===== config.mk =====
export PLATFORM = sky130hd
export DESIGN_NAME = usb_port_status_control_upper
export DESIGN_NICKNAME = d
export VERILOG_FILES = /design/src/rtl/port_sc_pkg.sv /design/src/rtl/pin_sync_if.sv /design/src/rtl/pin_sync.sv /design/src/rtl/usb_port_status_control_upper.sv
export SDC_FILE = /design/constraint.sdc
export NUM_CORES = 1
export LEC_CHECK = 0
export BUFFER_PORTS_ARGS = -buffer_cell sky130_fd_sc_hd__clkbuf_2
export CORE_ASPECT_RATIO = 1.25
export CORE_UTILIZATION = 47
export CTS_CLUSTER_SIZE = 20
export DETAILED_ROUTE_END_ITERATION = 8
export PLACE_DENSITY = 0.84
export SLEW_MARGIN = 20
export SYNTH_ARGS = -nofsm -noshare
export SYNTH_HDL_FRONTEND = slang
export SYNTH_SLANG_ARGS = --single-unit

===== constraint.sdc =====
create_clock -name ref_clk_i -period 2.8 [get_ports ref_clk_i]
set_clock_uncertainty 0.1 [all_clocks]
set_input_delay 0.56 -clock ref_clk_i [delete_from_list [all_inputs] [get_ports ref_clk_i]]
set_output_delay 0.56 -clock ref_clk_i [all_outputs]
set_load 0.1 [all_outputs]

===== src/rtl/port_sc_pkg.sv =====
// constants and types for the port status and control upper fields
package port_sc_pkg;

    // register byte offsets on the bus
    localparam logic [7:0] CFG_FLAG_OFS    = 8'h50;
    localparam logic [7:0] PORT1_SC_OFS    = 8'h54;
    localparam logic [7:0] PORT_CAP_OFS    = 8'h60;

    // port1_status_control field positions
    localparam int WAKE_OC_BIT      = 22;
    localparam int WAKE_DETACH_BIT  = 21;
    localparam int WAKE_ATTACH_BIT  = 20;
    localparam int TEST_SEL_HI      = 19;
    localparam int TEST_SEL_LO      = 16;
    localparam int INDICATOR_HI     = 15;
    localparam int INDICATOR_LO     = 14;
    localparam int OWNER_BIT        = 13;
    localparam int POWER_BIT        = 12;
    localparam int LINE_DP_BIT      = 11;
    localparam int LINE_DM_BIT      = 10;
    localparam int ENABLED_BIT      = 2;
    localparam int CONNECT_BIT      = 0;

    // configure flag and capability register fields
    localparam int CFG_FLAG_BIT     = 0;
    localparam int CAP_SWITCH_BIT   = 0;

    // reset values
    localparam logic       CFG_FLAG_RST   = 1'b0;
    localparam logic       POWER_RST      = 1'b0;
    localparam logic       CAP_SWITCH_RST = 1'b1;
    localparam logic       OWNER_RST      = 1'b1;
    localparam logic [3:0] TEST_SEL_RST   = 4'h0;
    localparam logic [2:0] WAKE_EN_RST    = 3'h0;

    // test selector encodings
    typedef enum logic [3:0] {
        TEST_OFF          = 4'h0,
        TEST_J            = 4'h1,
        TEST_K            = 4'h2,
        TEST_SE0_NAK      = 4'h3,
        TEST_PACKET       = 4'h4,
        TEST_FORCE_ENABLE = 4'h5
    } test_sel_type;

    localparam logic [3:0] TEST_LAST_LEGAL = 4'h5;

    // number of pin inputs that pass the synchroniser
    localparam int PIN_COUNT = 3;
    localparam int PIN_DP    = 2;
    localparam int PIN_DM    = 1;
    localparam int PIN_OC    = 0;

endpackage : port_sc_pkg


===== src/rtl/pin_sync_if.sv =====
// carrier for synchronised pin levels between the port logic and its synchroniser
`timescale 1ns/1ps
interface pin_sync_if #(
    parameter int WIDTH = 3
);
    logic [WIDTH-1:0] raw;
    logic [WIDTH-1:0] synced;

    modport sync_side (input raw, output synced);
    modport user_side (output raw, input synced);
endinterface : pin_sync_if


===== src/rtl/pin_sync.sv =====
// two flip-flop synchroniser for asynchronous pin levels
`timescale 1ns/1ps
module pin_sync #(
    parameter int WIDTH = 3
) (
    // clock and reset
    input  wire logic ref_clk_i,
    input  wire logic rst_n_i,
    // pin levels in, synchronised levels out
    pin_sync_if.sync_side pins
);

    logic [WIDTH-1:0] meta_ff;
    logic [WIDTH-1:0] stable_ff;

    initial begin
        if (WIDTH < 1) begin
            $error("pin_sync width must be at least one");
        end
    end

    // first stage is read only by the second stage
    always_ff @(posedge ref_clk_i or negedge rst_n_i) begin
        if (!rst_n_i) begin
            meta_ff   <= '0;
            stable_ff <= '0;
        end else begin
            meta_ff   <= pins.raw;
            stable_ff <= meta_ff;
        end
    end

    assign pins.synced = stable_ff;

endmodule : pin_sync


===== src/rtl/usb_port_status_control_upper.sv =====
// upper fields of the root-hub port status and control register
//
// The Wishbone interface to the registers and the register offsets were chosen for this implementation.
`timescale 1ns/1ps
module usb_port_status_control_upper
    import port_sc_pkg::*;
(
    // clock and reset
    input  wire logic        ref_clk_i,
    input  wire logic        rst_n_i,
    // wishbone slave
    input  wire logic        wb_cyc_i,
    input  wire logic        wb_stb_i,
    input  wire logic        wb_we_i,
    input  wire logic [7:0]  wb_adr_i,
    input  wire logic [3:0]  wb_sel_i,
    input  wire logic [31:0] wb_dat_i,
    output logic      [31:0] wb_dat_o,
    output logic             wb_ack_o,
    // usb data lines and overcurrent sense pin
    input  wire logic        dp_i,
    input  wire logic        dm_i,
    input  wire logic        overcurrent_i,
    // state from the lower port fields
    input  wire logic        port_enabled_i,
    input  wire logic        connect_present_i,
    // port control outputs
    output logic             port_power_on_o,
    output logic             companion_owns_o,
    output logic [3:0]       port_test_select_o,
    output logic             test_drive_j_o,
    output logic             test_drive_k_o,
    output logic             test_se0_nak_o,
    output logic             test_packet_o,
    output logic             test_force_enable_o,
    output logic             attach_report_o,
    output logic             wake_event_o
);

    // synchronised pins
    // an overcurrent pin high at reset shows as an edge two cycles after release
    pin_sync_if #(.WIDTH(PIN_COUNT)) pin_bus ();

    pin_sync #(
        .WIDTH (PIN_COUNT)
    ) u_pin_sync (
        .ref_clk_i (ref_clk_i),
        .rst_n_i   (rst_n_i),
        .pins      (pin_bus.sync_side)
    );

    assign pin_bus.raw = {dp_i, dm_i, overcurrent_i};

    // refuse package layouts that the slices below cannot serve
    if (PIN_COUNT != 3) begin : g_bad_pin_count
        $error("pin synchroniser must carry d+, d- and overcurrent");
    end
    if (TEST_SEL_HI - TEST_SEL_LO != 3) begin : g_bad_test_field
        $error("test selector field must be four bits wide");
    end
    if (LINE_DP_BIT != LINE_DM_BIT + 1) begin : g_bad_line_field
        $error("line state bits must be adjacent, d+ above d-");
    end

    // register state
    logic       configure_flag_ff;
    logic       power_switch_capable_ff;
    logic       port_power_ff;
    logic       power_on_ff;
    logic       port_handoff_owner_ff;
    logic [3:0] port_test_select_ff;
    logic       wake_on_overcurrent_en_ff;
    logic       wake_on_detach_en_ff;
    logic       wake_on_attach_en_ff;
    logic       ack_ff;
    logic [31:0] rdata_ff;
    logic       connect_prev_ff;
    logic       oc_prev_ff;
    logic       wake_ff;
    logic       attach_ff;
    logic [5:0] test_dec_ff;

    // bus decode
    // byte lanes gate each field group; other lanes are ignored
    wire        bus_req      = wb_cyc_i & wb_stb_i & ~ack_ff;
    wire        bus_wr       = bus_req & wb_we_i;
    wire        hit_cfg      = (wb_adr_i == CFG_FLAG_OFS);
    wire        hit_port     = (wb_adr_i == PORT1_SC_OFS);
    wire        hit_cap      = (wb_adr_i == PORT_CAP_OFS);
    wire        wr_cfg_lo    = bus_wr & hit_cfg & wb_sel_i[0];
    wire        wr_cap_lo    = bus_wr & hit_cap & wb_sel_i[0];
    wire        wr_port_b1   = bus_wr & hit_port & wb_sel_i[1];
    wire        wr_port_b2   = bus_wr & hit_port & wb_sel_i[2];

    // synchronised pin levels
    wire        line_dp      = pin_bus.synced[PIN_DP];
    wire        line_dm      = pin_bus.synced[PIN_DM];
    wire        oc_level     = pin_bus.synced[PIN_OC];

    // effective power: hard-wired on without switches
    // the switch register keeps its value while the capability is off
    wire        power_eff    = power_switch_capable_ff ? port_power_ff : 1'b1;

    // event detection on real changes while powered
    // powering up with a device already present raises no attach wake,
    // since only a change of the connect level counts as an event
    wire        connect_pwr  = connect_present_i & power_eff;
    wire        attach_evt   = power_eff & connect_present_i & ~connect_prev_ff;
    wire        detach_evt   = power_eff & ~connect_present_i & connect_prev_ff;
    wire        oc_evt       = power_eff & oc_level & ~oc_prev_ff;
    wire        nxt_wake     = (attach_evt & wake_on_attach_en_ff)
                             | (detach_evt & wake_on_detach_en_ff)
                             | (oc_evt & wake_on_overcurrent_en_ff);

    // configure flag rising edge and the write value it sees
    // using the write value lets the owner clear land on the same edge
    wire        nxt_cfg      = wr_cfg_lo ? wb_dat_i[CFG_FLAG_BIT] : configure_flag_ff;
    wire        cfg_rise     = nxt_cfg & ~configure_flag_ff;

    // owner next value: forced by configure flag before software
    // the flag wins over a same-cycle software write so routing never races
    wire        owner_wr_val = wr_port_b1 ? wb_dat_i[OWNER_BIT] : port_handoff_owner_ff;
    wire        nxt_owner    = ~nxt_cfg  ? 1'b1 :
                               cfg_rise ? 1'b0 :
                               owner_wr_val;

    // power next value: overcurrent removal wins over software
    // a cut must win, or a write of one could re-power a shorted port
    wire        oc_cut       = power_switch_capable_ff & port_power_ff & oc_level;
    wire        power_wr_val = wr_port_b1 ? wb_dat_i[POWER_BIT] : port_power_ff;
    wire        nxt_power    = oc_cut ? 1'b0 : power_wr_val;

    // capability next value and the power drive it leaves
    wire        nxt_cap      = wr_cap_lo ? wb_dat_i[CAP_SWITCH_BIT] : power_switch_capable_ff;
    wire        nxt_power_on = nxt_power | ~nxt_cap;

    // test selector write: reserved codes leave the field unchanged
    // otherwise the port would claim a test mode that drives nothing
    wire [3:0]  test_wr      = wb_dat_i[TEST_SEL_HI:TEST_SEL_LO];
    wire        test_legal   = (test_wr <= TEST_LAST_LEGAL);
    wire [3:0]  nxt_test     = (wr_port_b2 & test_legal) ? test_wr : port_test_select_ff;

    // line state only meaningful while disabled, connected and powered
    // reading zero otherwise keeps stale pin levels out of the image
    wire        line_valid   = ~port_enabled_i & connect_present_i & power_eff;
    wire [1:0]  line_state   = line_valid ? {line_dp, line_dm} : 2'b00;

    // read image of port1_status_control; indicator field and reserved read zero
    // no indicator hardware sits behind the indicator field
    logic [31:0] port_image;
    always_comb begin
        port_image                            = 32'h0000_0000;
        port_image[WAKE_OC_BIT]               = wake_on_overcurrent_en_ff & power_eff;
        port_image[WAKE_DETACH_BIT]           = wake_on_detach_en_ff & power_eff;
        port_image[WAKE_ATTACH_BIT]           = wake_on_attach_en_ff & power_eff;
        port_image[TEST_SEL_HI:TEST_SEL_LO]   = port_test_select_ff;
        port_image[OWNER_BIT]                 = port_handoff_owner_ff;
        port_image[POWER_BIT]                 = power_eff;
        port_image[LINE_DP_BIT:LINE_DM_BIT]   = line_state;
        port_image[ENABLED_BIT]               = port_enabled_i & power_eff;
        port_image[CONNECT_BIT]               = connect_pwr;
    end

    // read mux, unmapped addresses read zero
    // every offset answers, so software never stalls the bus
    wire [31:0] cfg_image    = {31'h0000_0000, configure_flag_ff};
    wire [31:0] cap_image    = {31'h0000_0000, power_switch_capable_ff};
    wire [31:0] nxt_rdata    = hit_port ? port_image :
                               hit_cfg  ? cfg_image  :
                               hit_cap  ? cap_image  : 32'h0000_0000;

    // test mode decode
    // one-hot, so at most one line pattern is ever requested
    logic [5:0] nxt_test_dec;
    always_comb begin
        nxt_test_dec = 6'h00;
        unique case (test_sel_type'(port_test_select_ff))
            TEST_OFF:          nxt_test_dec = 6'h00;
            TEST_J:            nxt_test_dec = 6'h01;
            TEST_K:            nxt_test_dec = 6'h02;
            TEST_SE0_NAK:      nxt_test_dec = 6'h04;
            TEST_PACKET:       nxt_test_dec = 6'h08;
            TEST_FORCE_ENABLE: nxt_test_dec = 6'h10;
            default:           nxt_test_dec = 6'h00;
        endcase
    end

    // bus handshake: one wait state, ack dropped the cycle after
    // ack masks the request, so a held strobe is not taken twice
    always_ff @(posedge ref_clk_i or negedge rst_n_i) begin
        if (!rst_n_i) begin
            ack_ff   <= 1'b0;
            rdata_ff <= 32'h0000_0000;
        end else begin
            ack_ff   <= bus_req;
            if (bus_req) begin
                rdata_ff <= nxt_rdata;
            end
        end
    end

    // configuration and power state
    always_ff @(posedge ref_clk_i or negedge rst_n_i) begin
        if (!rst_n_i) begin
            configure_flag_ff       <= CFG_FLAG_RST;
            power_switch_capable_ff <= CAP_SWITCH_RST;
            port_power_ff           <= POWER_RST;
            port_handoff_owner_ff   <= OWNER_RST;
            power_on_ff             <= POWER_RST | ~CAP_SWITCH_RST;
        end else begin
            configure_flag_ff     <= nxt_cfg;
            port_power_ff         <= nxt_power;
            port_handoff_owner_ff <= nxt_owner;
            power_switch_capable_ff <= nxt_cap;
            power_on_ff           <= nxt_power_on;
        end
    end

    // wake enables and test selector
    // stored enables survive a power cut; only the read image masks them
    always_ff @(posedge ref_clk_i or negedge rst_n_i) begin
        if (!rst_n_i) begin
            wake_on_overcurrent_en_ff <= WAKE_EN_RST[2];
            wake_on_detach_en_ff      <= WAKE_EN_RST[1];
            wake_on_attach_en_ff      <= WAKE_EN_RST[0];
            port_test_select_ff       <= TEST_SEL_RST;
        end else begin
            port_test_select_ff <= nxt_test;
            if (wr_port_b2) begin
                wake_on_overcurrent_en_ff <= wb_dat_i[WAKE_OC_BIT];
                wake_on_detach_en_ff      <= wb_dat_i[WAKE_DETACH_BIT];
                wake_on_attach_en_ff      <= wb_dat_i[WAKE_ATTACH_BIT];
            end
        end
    end

    // event history: levels one cycle back for edge detection
    always_ff @(posedge ref_clk_i or negedge rst_n_i) begin
        if (!rst_n_i) begin
            connect_prev_ff <= 1'b0;
            oc_prev_ff      <= 1'b0;
        end else begin
            connect_prev_ff <= connect_present_i;
            oc_prev_ff      <= oc_level;
        end
    end

    // reported events: wake pulse and power-gated attach level
    always_ff @(posedge ref_clk_i or negedge rst_n_i) begin
        if (!rst_n_i) begin
            wake_ff   <= 1'b0;
            attach_ff <= 1'b0;
        end else begin
            wake_ff   <= nxt_wake;
            attach_ff <= connect_pwr;
        end
    end

    // test mode lines, one cycle after the selector
    always_ff @(posedge ref_clk_i or negedge rst_n_i) begin
        if (!rst_n_i) begin
            test_dec_ff <= 6'h00;
        end else begin
            test_dec_ff <= nxt_test_dec;
        end
    end

    // outputs straight from flip-flops
    // no decode glitch can reach a pin through these
    assign wb_dat_o            = rdata_ff;
    assign wb_ack_o            = ack_ff;
    assign port_power_on_o     = power_on_ff;
    assign companion_owns_o    = port_handoff_owner_ff;
    assign port_test_select_o  = port_test_select_ff;
    assign test_drive_j_o      = test_dec_ff[0];
    assign test_drive_k_o      = test_dec_ff[1];
    assign test_se0_nak_o      = test_dec_ff[2];
    assign test_packet_o       = test_dec_ff[3];
    assign test_force_enable_o = test_dec_ff[4];
    assign attach_report_o     = attach_ff;
    assign wake_event_o        = wake_ff;

endmodule : usb_port_status_control_upper


---- Word level (Yosys, flattened, before mapping) ----
Index checks and enable logic that the tools add are counted.
word-level totals
  flip-flop bits (word level) ............. 60
  output and inout port bits .............. 46
operators by class
  equal/unequal tests ..................... 9
  bitwise operators ....................... 39
  multiplexer cells ....................... 13
  $lt $le $gt $ge ......................... 1
operators with widths
  operator            count
  $and 1x1->1         29
  $pmux 5 s5          1
  $eq 8x7->1 const B  3
  $mux 23             1
  $mux 1              10
  $eq 4x2->1 const B  2
  $eq 4x3->1 const B  2
  $not 1->1           7
  $eq 4x1->1 const B  1
  $le 4x3->1 const B  1
  $ne 3x2->1 const B  1
  $or 1x1->1          3
  $mux 2              1

---- Logic depth before layout (Yosys ltp) ----
  depth after elaboration ................. 9
  depth in mapped cells ................... 6

---- Cells and area by module ----
From an unflattened synthesis, not the netlist that was laid out.
unflattened totals
  cells, all modules ...................... 143
  area total of the unflattened synthesis .. 1769.2 µm²
by module, submodules not included
  module                         cells an instance  sequential area each (µm²)  area an instance (µm²)  times used
  usb_port_status_control_upper  137                878.3                       1619.1                  1
  pin_sync                       6                  150.1                       150.1                   1

---- Least setup slack after synthesis ----
No wires, ideal clock.
  kind .................................... flip-flop to flip-flop
  start ................................... register ack_ff (netlist: wb_ack_o)
  end ..................................... register power_on_ff (netlist: port_power_on_o)
  arrival ................................. 2.037 ns
  setup time .............................. 0.139 ns
  cell stages (with the launch flop) ...... 5
  path slack .............................. 0.524 ns
  buffers on the path ..................... 0
  clock period less this slack ............ 2.276 ns
  cell sequence ........................... dfrtp_1 > and4bb_2 > nand2_1 > o41a_1 > or4_1
between the ends
  longest elaborated chain between the ends .. 8
  elaborated cells on any way between the ends .. 12
  those cells by class .................... mux (3); bitwise (9)
ends and longest elaborated chain
  element                                              line                                                                        RTL
  start: declaration                                   usb_port_status_control_upper.sv:75                                         logic ack_ff;
  start signal: assignment                             usb_port_status_control_upper.sv:195                                        ack_ff <= bus_req;
  $not 1->1 (*)                                        usb_port_status_control_upper.sv:85                                         wire bus_req = wb_cyc_i & wb_stb_i & ~ack_ff;
  $and 1x1->1 (*)                                      usb_port_status_control_upper.sv:85
  $and 1x1->1 (*)                                      usb_port_status_control_upper.sv:86                                         wire bus_wr = bus_req & wb_we_i;
  $and 1x1->1, on equally long branches (2 in series)  usb_port_status_control_upper.sv:92, usb_port_status_control_upper.sv:91
  $mux 1, on equally long branches                     usb_port_status_control_upper.sv:130, usb_port_status_control_upper.sv:134
  $mux 1 / $not 1->1 (equally long branches)           usb_port_status_control_upper.sv:131, usb_port_status_control_upper.sv:135
  $or 1x1->1 (*)                                       usb_port_status_control_upper.sv:135                                        wire nxt_power_on = nxt_power | ~nxt_cap;
  net nxt_power_on                                     usb_port_status_control_upper.sv:135
  end signal: assignment                               usb_port_status_control_upper.sv:209                                        power_on_ff <= POWER_RST | ~CAP_SWITCH_RST;
  end signal: assignment                               usb_port_status_control_upper.sv:215                                        power_on_ff <= nxt_power_on;
  end: declaration                                     usb_port_status_control_upper.sv:69                                         logic power_on_ff;
Mark *: on every way through the listed nets, which the timed path passes. The rest lies on a longest branch.
A chain may end at the register's enable or synchronous reset.

---- Worst setup path in the final report ----
  start ................................... input wb_adr_i[0]
  end ..................................... register power_on_ff (netlist: port_power_on_o)
between the ends
  longest elaborated chain between the ends .. 6
  elaborated cells on any way between the ends .. 11
  those cells by class .................... eq/ne (2); mux (3); bitwise (6)
ends and longest elaborated chain
  element                                              line                                                                        RTL
  start: declaration                                   usb_port_status_control_upper.sv:15                                         input wire logic [7:0] wb_adr_i,
  $eq 8x7->1, on equally long branches                 usb_port_status_control_upper.sv:88, usb_port_status_control_upper.sv:89
  $and 1x1->1, on equally long branches (2 in series)  usb_port_status_control_upper.sv:92, usb_port_status_control_upper.sv:91
  $mux 1, on equally long branches                     usb_port_status_control_upper.sv:130, usb_port_status_control_upper.sv:134
  $mux 1 / $not 1->1 (equally long branches)           usb_port_status_control_upper.sv:131, usb_port_status_control_upper.sv:135
  $or 1x1->1 (*)                                       usb_port_status_control_upper.sv:135
  net nxt_power_on                                     usb_port_status_control_upper.sv:135
Marked as above.

==> results_dict.tcl <==
set metrics [dict create \
    status "finished, violations left" \
    violations "design-rule violations" \
    min-delay-start "u_pin_sync.meta_ff[0]" \
    fmax_mhz 512 \
    cts_made_buffers 5 \
    antenna_found_initial 0 \
    place_ws_ps 528 \
    ys_ff_latch 41 \
    setup_viol 0 \
    postRouteAntennaNets 0 \
    drcViolationCount 23 \
    die_h_um 70.9 \
    path_class "input pin to flip-flop" \
    ioPinCount 100 \
    p_leak_nw 1.14 \
    hold_depth 0 \
    finalWorstSetupSlack_ps 846 \
    ys.flop_type "dfrtp_1" \
    core_area_um2 3540 \
    firstDrtPassIters 6 \
    vias_per_cell 5.38 \
    cts.reportedPaths.clkPinSlew_ps 70 \
    relSlewSlack_pct 41.9 \
    cp.required_ps 2860 \
    avgSynthCellArea_um2 12.4 \
    cp_max_fo 5 \
    clkSinkCount 41 \
    drv_slew 0 \
    grt_max_degree 42 \
    vias 1319 \
    cp-end-kind "flip-flop" \
    synth_cell_types 43 \
    ys_seq_area_share_pct 57.6 \
    p_sw_share_pct 29.8 \
    holdBufCountCts 0 \
    cts_max_level 2 \
    post-route-period-util_pct 69.8 \
    drive_gt1_share_pct 36.9 \
    yosys-top-cells-area "dfrtp_1 (55%), buf_4 (8.0%), a22o_1 (3.9%), mux2_2 (3.2%), dfstp_2 (2.9%)" \
    fin_setup_tns_ps 0 \
    grt.total_usage_pct 19.2 \
    p_comb_share_pct 17.2 \
    worstRegToRegCells 4 \
    clk_latency_ps 290 \
    power.internal_mw 0.929 \
    cts_resized 0 \
    hold_viol 0 \
    power_switching_mw 0.394 \
    synthCells 144 \
    dp_hpwl_um 2650 \
    wl_per_cell_um 14.7 \
    nets 259 \
    routed_wl_um 3610 \
    syn_to_final_growth_pct 20.8 \
    startpoint_type "input pin" \
    synth_top_cell_by_area "dfrtp_1" \
    gp_congestion 0.837 \
    yosys_warnings 0 \
    grt_first_pass_wirelength_um 5840 \
    rsz0062_at_grt "false" \
    synth_edf_count 0 \
    tritoncts "done" \
    fp.dieW_um 57.1 \
    insertedDiodeCount 0 \
    root_buffer "clkbuf_8" \
    dpl.cell_count 237 \
    placed_area_um2 2040 \
    synth_top_area_share_pct 54.7 \
    syn_area_um2 1780 \
    async_flop_share_pct 100 \
    r2r_end "port_power_on_o" \
    max-cap-violations 0 \
    cts_setup_buffers 0 \
    power_density_nw_per_um2 614 \
    worst_pin_slew_ps 871 \
    hold_path_class "flip-flop to flip-flop" \
    min_period_ps 1950 \
    whs_ps 251 \
    p_total_mw 1.32 \
    initial_core_util_pct 50.4 \
    drt_iter0_markers 51 \
    p_seq_share_pct 46.5 \
    grt_remaining_overflow 0 \
    rrSetupSlack_ps 870 \
    die_area_um2 4050 \
    fin_area_um2 2150 \
    cp.arrival_ps 2010 \
    finalNonFillerCells 245 \
    pwr-share-clk_pct 36.4 \
    num_rows 24 \
    clockBufferDepth 2 \
    ir_drop_uv 283 \
    post-route-util_pct 60.8 \
    io_buffers 57 \
    regToRegStartpoint "wb_ack_o" \
    grt_pass1_vias 1311 \
    min_to "u_pin_sync.pins.synced[0]" \
]
-- synthesized netlist by cell type (2+ instances only) --
| library cell | number |
|---|---|
| a21oi_1 | 3 |
| a22o_1 | 8 |
| a32o_1 | 4 |
| a41oi_1 | 2 |
| and2_1 | 3 |
| and3_1 | 3 |
| and3b_1 | 4 |
| buf_4 | 19 |
| clkbuf_1 | 2 |
| dfrtp_1 | 39 |
| dfstp_2 | 2 |
| inv_1 | 3 |
| mux2_2 | 5 |
| nand2_1 | 7 |
| nand3b_1 | 3 |
| nand4_1 | 2 |
| nand4b_1 | 2 |
| nor2_1 | 6 |
| nor3_1 | 2 |
| o22ai_1 | 2 |
-- registers in the layout, summed over array words and instances, names as in the netlist, 3 cells and up --
signal / flops
port_test_select_o: 4
u_pin_sync.pins.synced: 3
wb_dat_o: 13
u_pin_sync.meta_ff: 3
test_dec_ff: 5
-- layer usage --
| metal | part of all wire [%] | vias to the layer above | GRT usage (%) |
|---|---|---|---|
| li1 | - | 615 | - |
| met1 | 39 | 646 | 22.0 |
| met2 | 53 | 52 | 32.9 |
| met3 | 6.0 | 6 | 4.20 |
| met4 | 2.1 | 0 | 10.6 |
| met5 | 0 | - | 0 |
-- layout by cell type (no fill, tap or decap), drive strengths merged, types with 3 or more instances in the layout --
| cell | n |
|---|---|
| clkbuf | 63 |
| dfrtp | 39 |
| conb | 19 |
| a22o | 8 |
| nand2 | 7 |
| nor2 | 6 |
| mux2 | 5 |
| and3b | 4 |
| a32o | 4 |
| and3 | 4 |
| and2 | 3 |
| nand3b | 3 |
| inv | 3 |
| a21oi | 3 |
-- logic make-up after synthesis --
family,share of synthesized area (%)
muxes,3.72
other,0.210
DFF,57.6
and+or+nand+nor,16.7
buffers and inverters,9.33
AOI/OAI and AO/OA,12.4
-- final cells by class --
class	instances	area [um^2]
Clock buffer	7	86.3
Clock inverter	1	30.0
Fill cell	308	1390
Inverter	3	11.3
Multi-Input combinational cell	96	657
Sequential cell	41	1030
Tap cell	39	48.8
Timing Repair Buffer	58	293
-- critical path: stages --
cell and delay (ps):
clkbuf_2 100, nor4b_4 350, nand2_1 190, o41a_1 390, or4_1 410
-- power by group through the flow --
stage / sequential [mW] / combinational, mW / clock [mW]
floorplan: 0.671 / 0.151 / 0
global placement: 0.625 / 0.226 / 0
detailed placement: 0.626 / 0.227 / 0
CTS: 0.615 / 0.227 / 0.492
global route: 0.616 / 0.236 / 0.515
finish: 0.615 / 0.227 / 0.481
-- worst max-delay path by stage --
stage                           startpoint          endpoint  slack [ps]
final                          wb_adr_i[0]   port_power_on_o         850
after global routing           wb_adr_i[0]       wb_dat_o[0]         780
after CTS                 companion_owns_o  companion_owns_o         840
after detailed placement       wb_adr_i[0]   port_power_on_o         530
after global placement         wb_adr_i[0]   port_power_on_o         570
after floorplan                   wb_ack_o   port_power_on_o         520
Note: power is estimated with default switching activity, not from simulation.
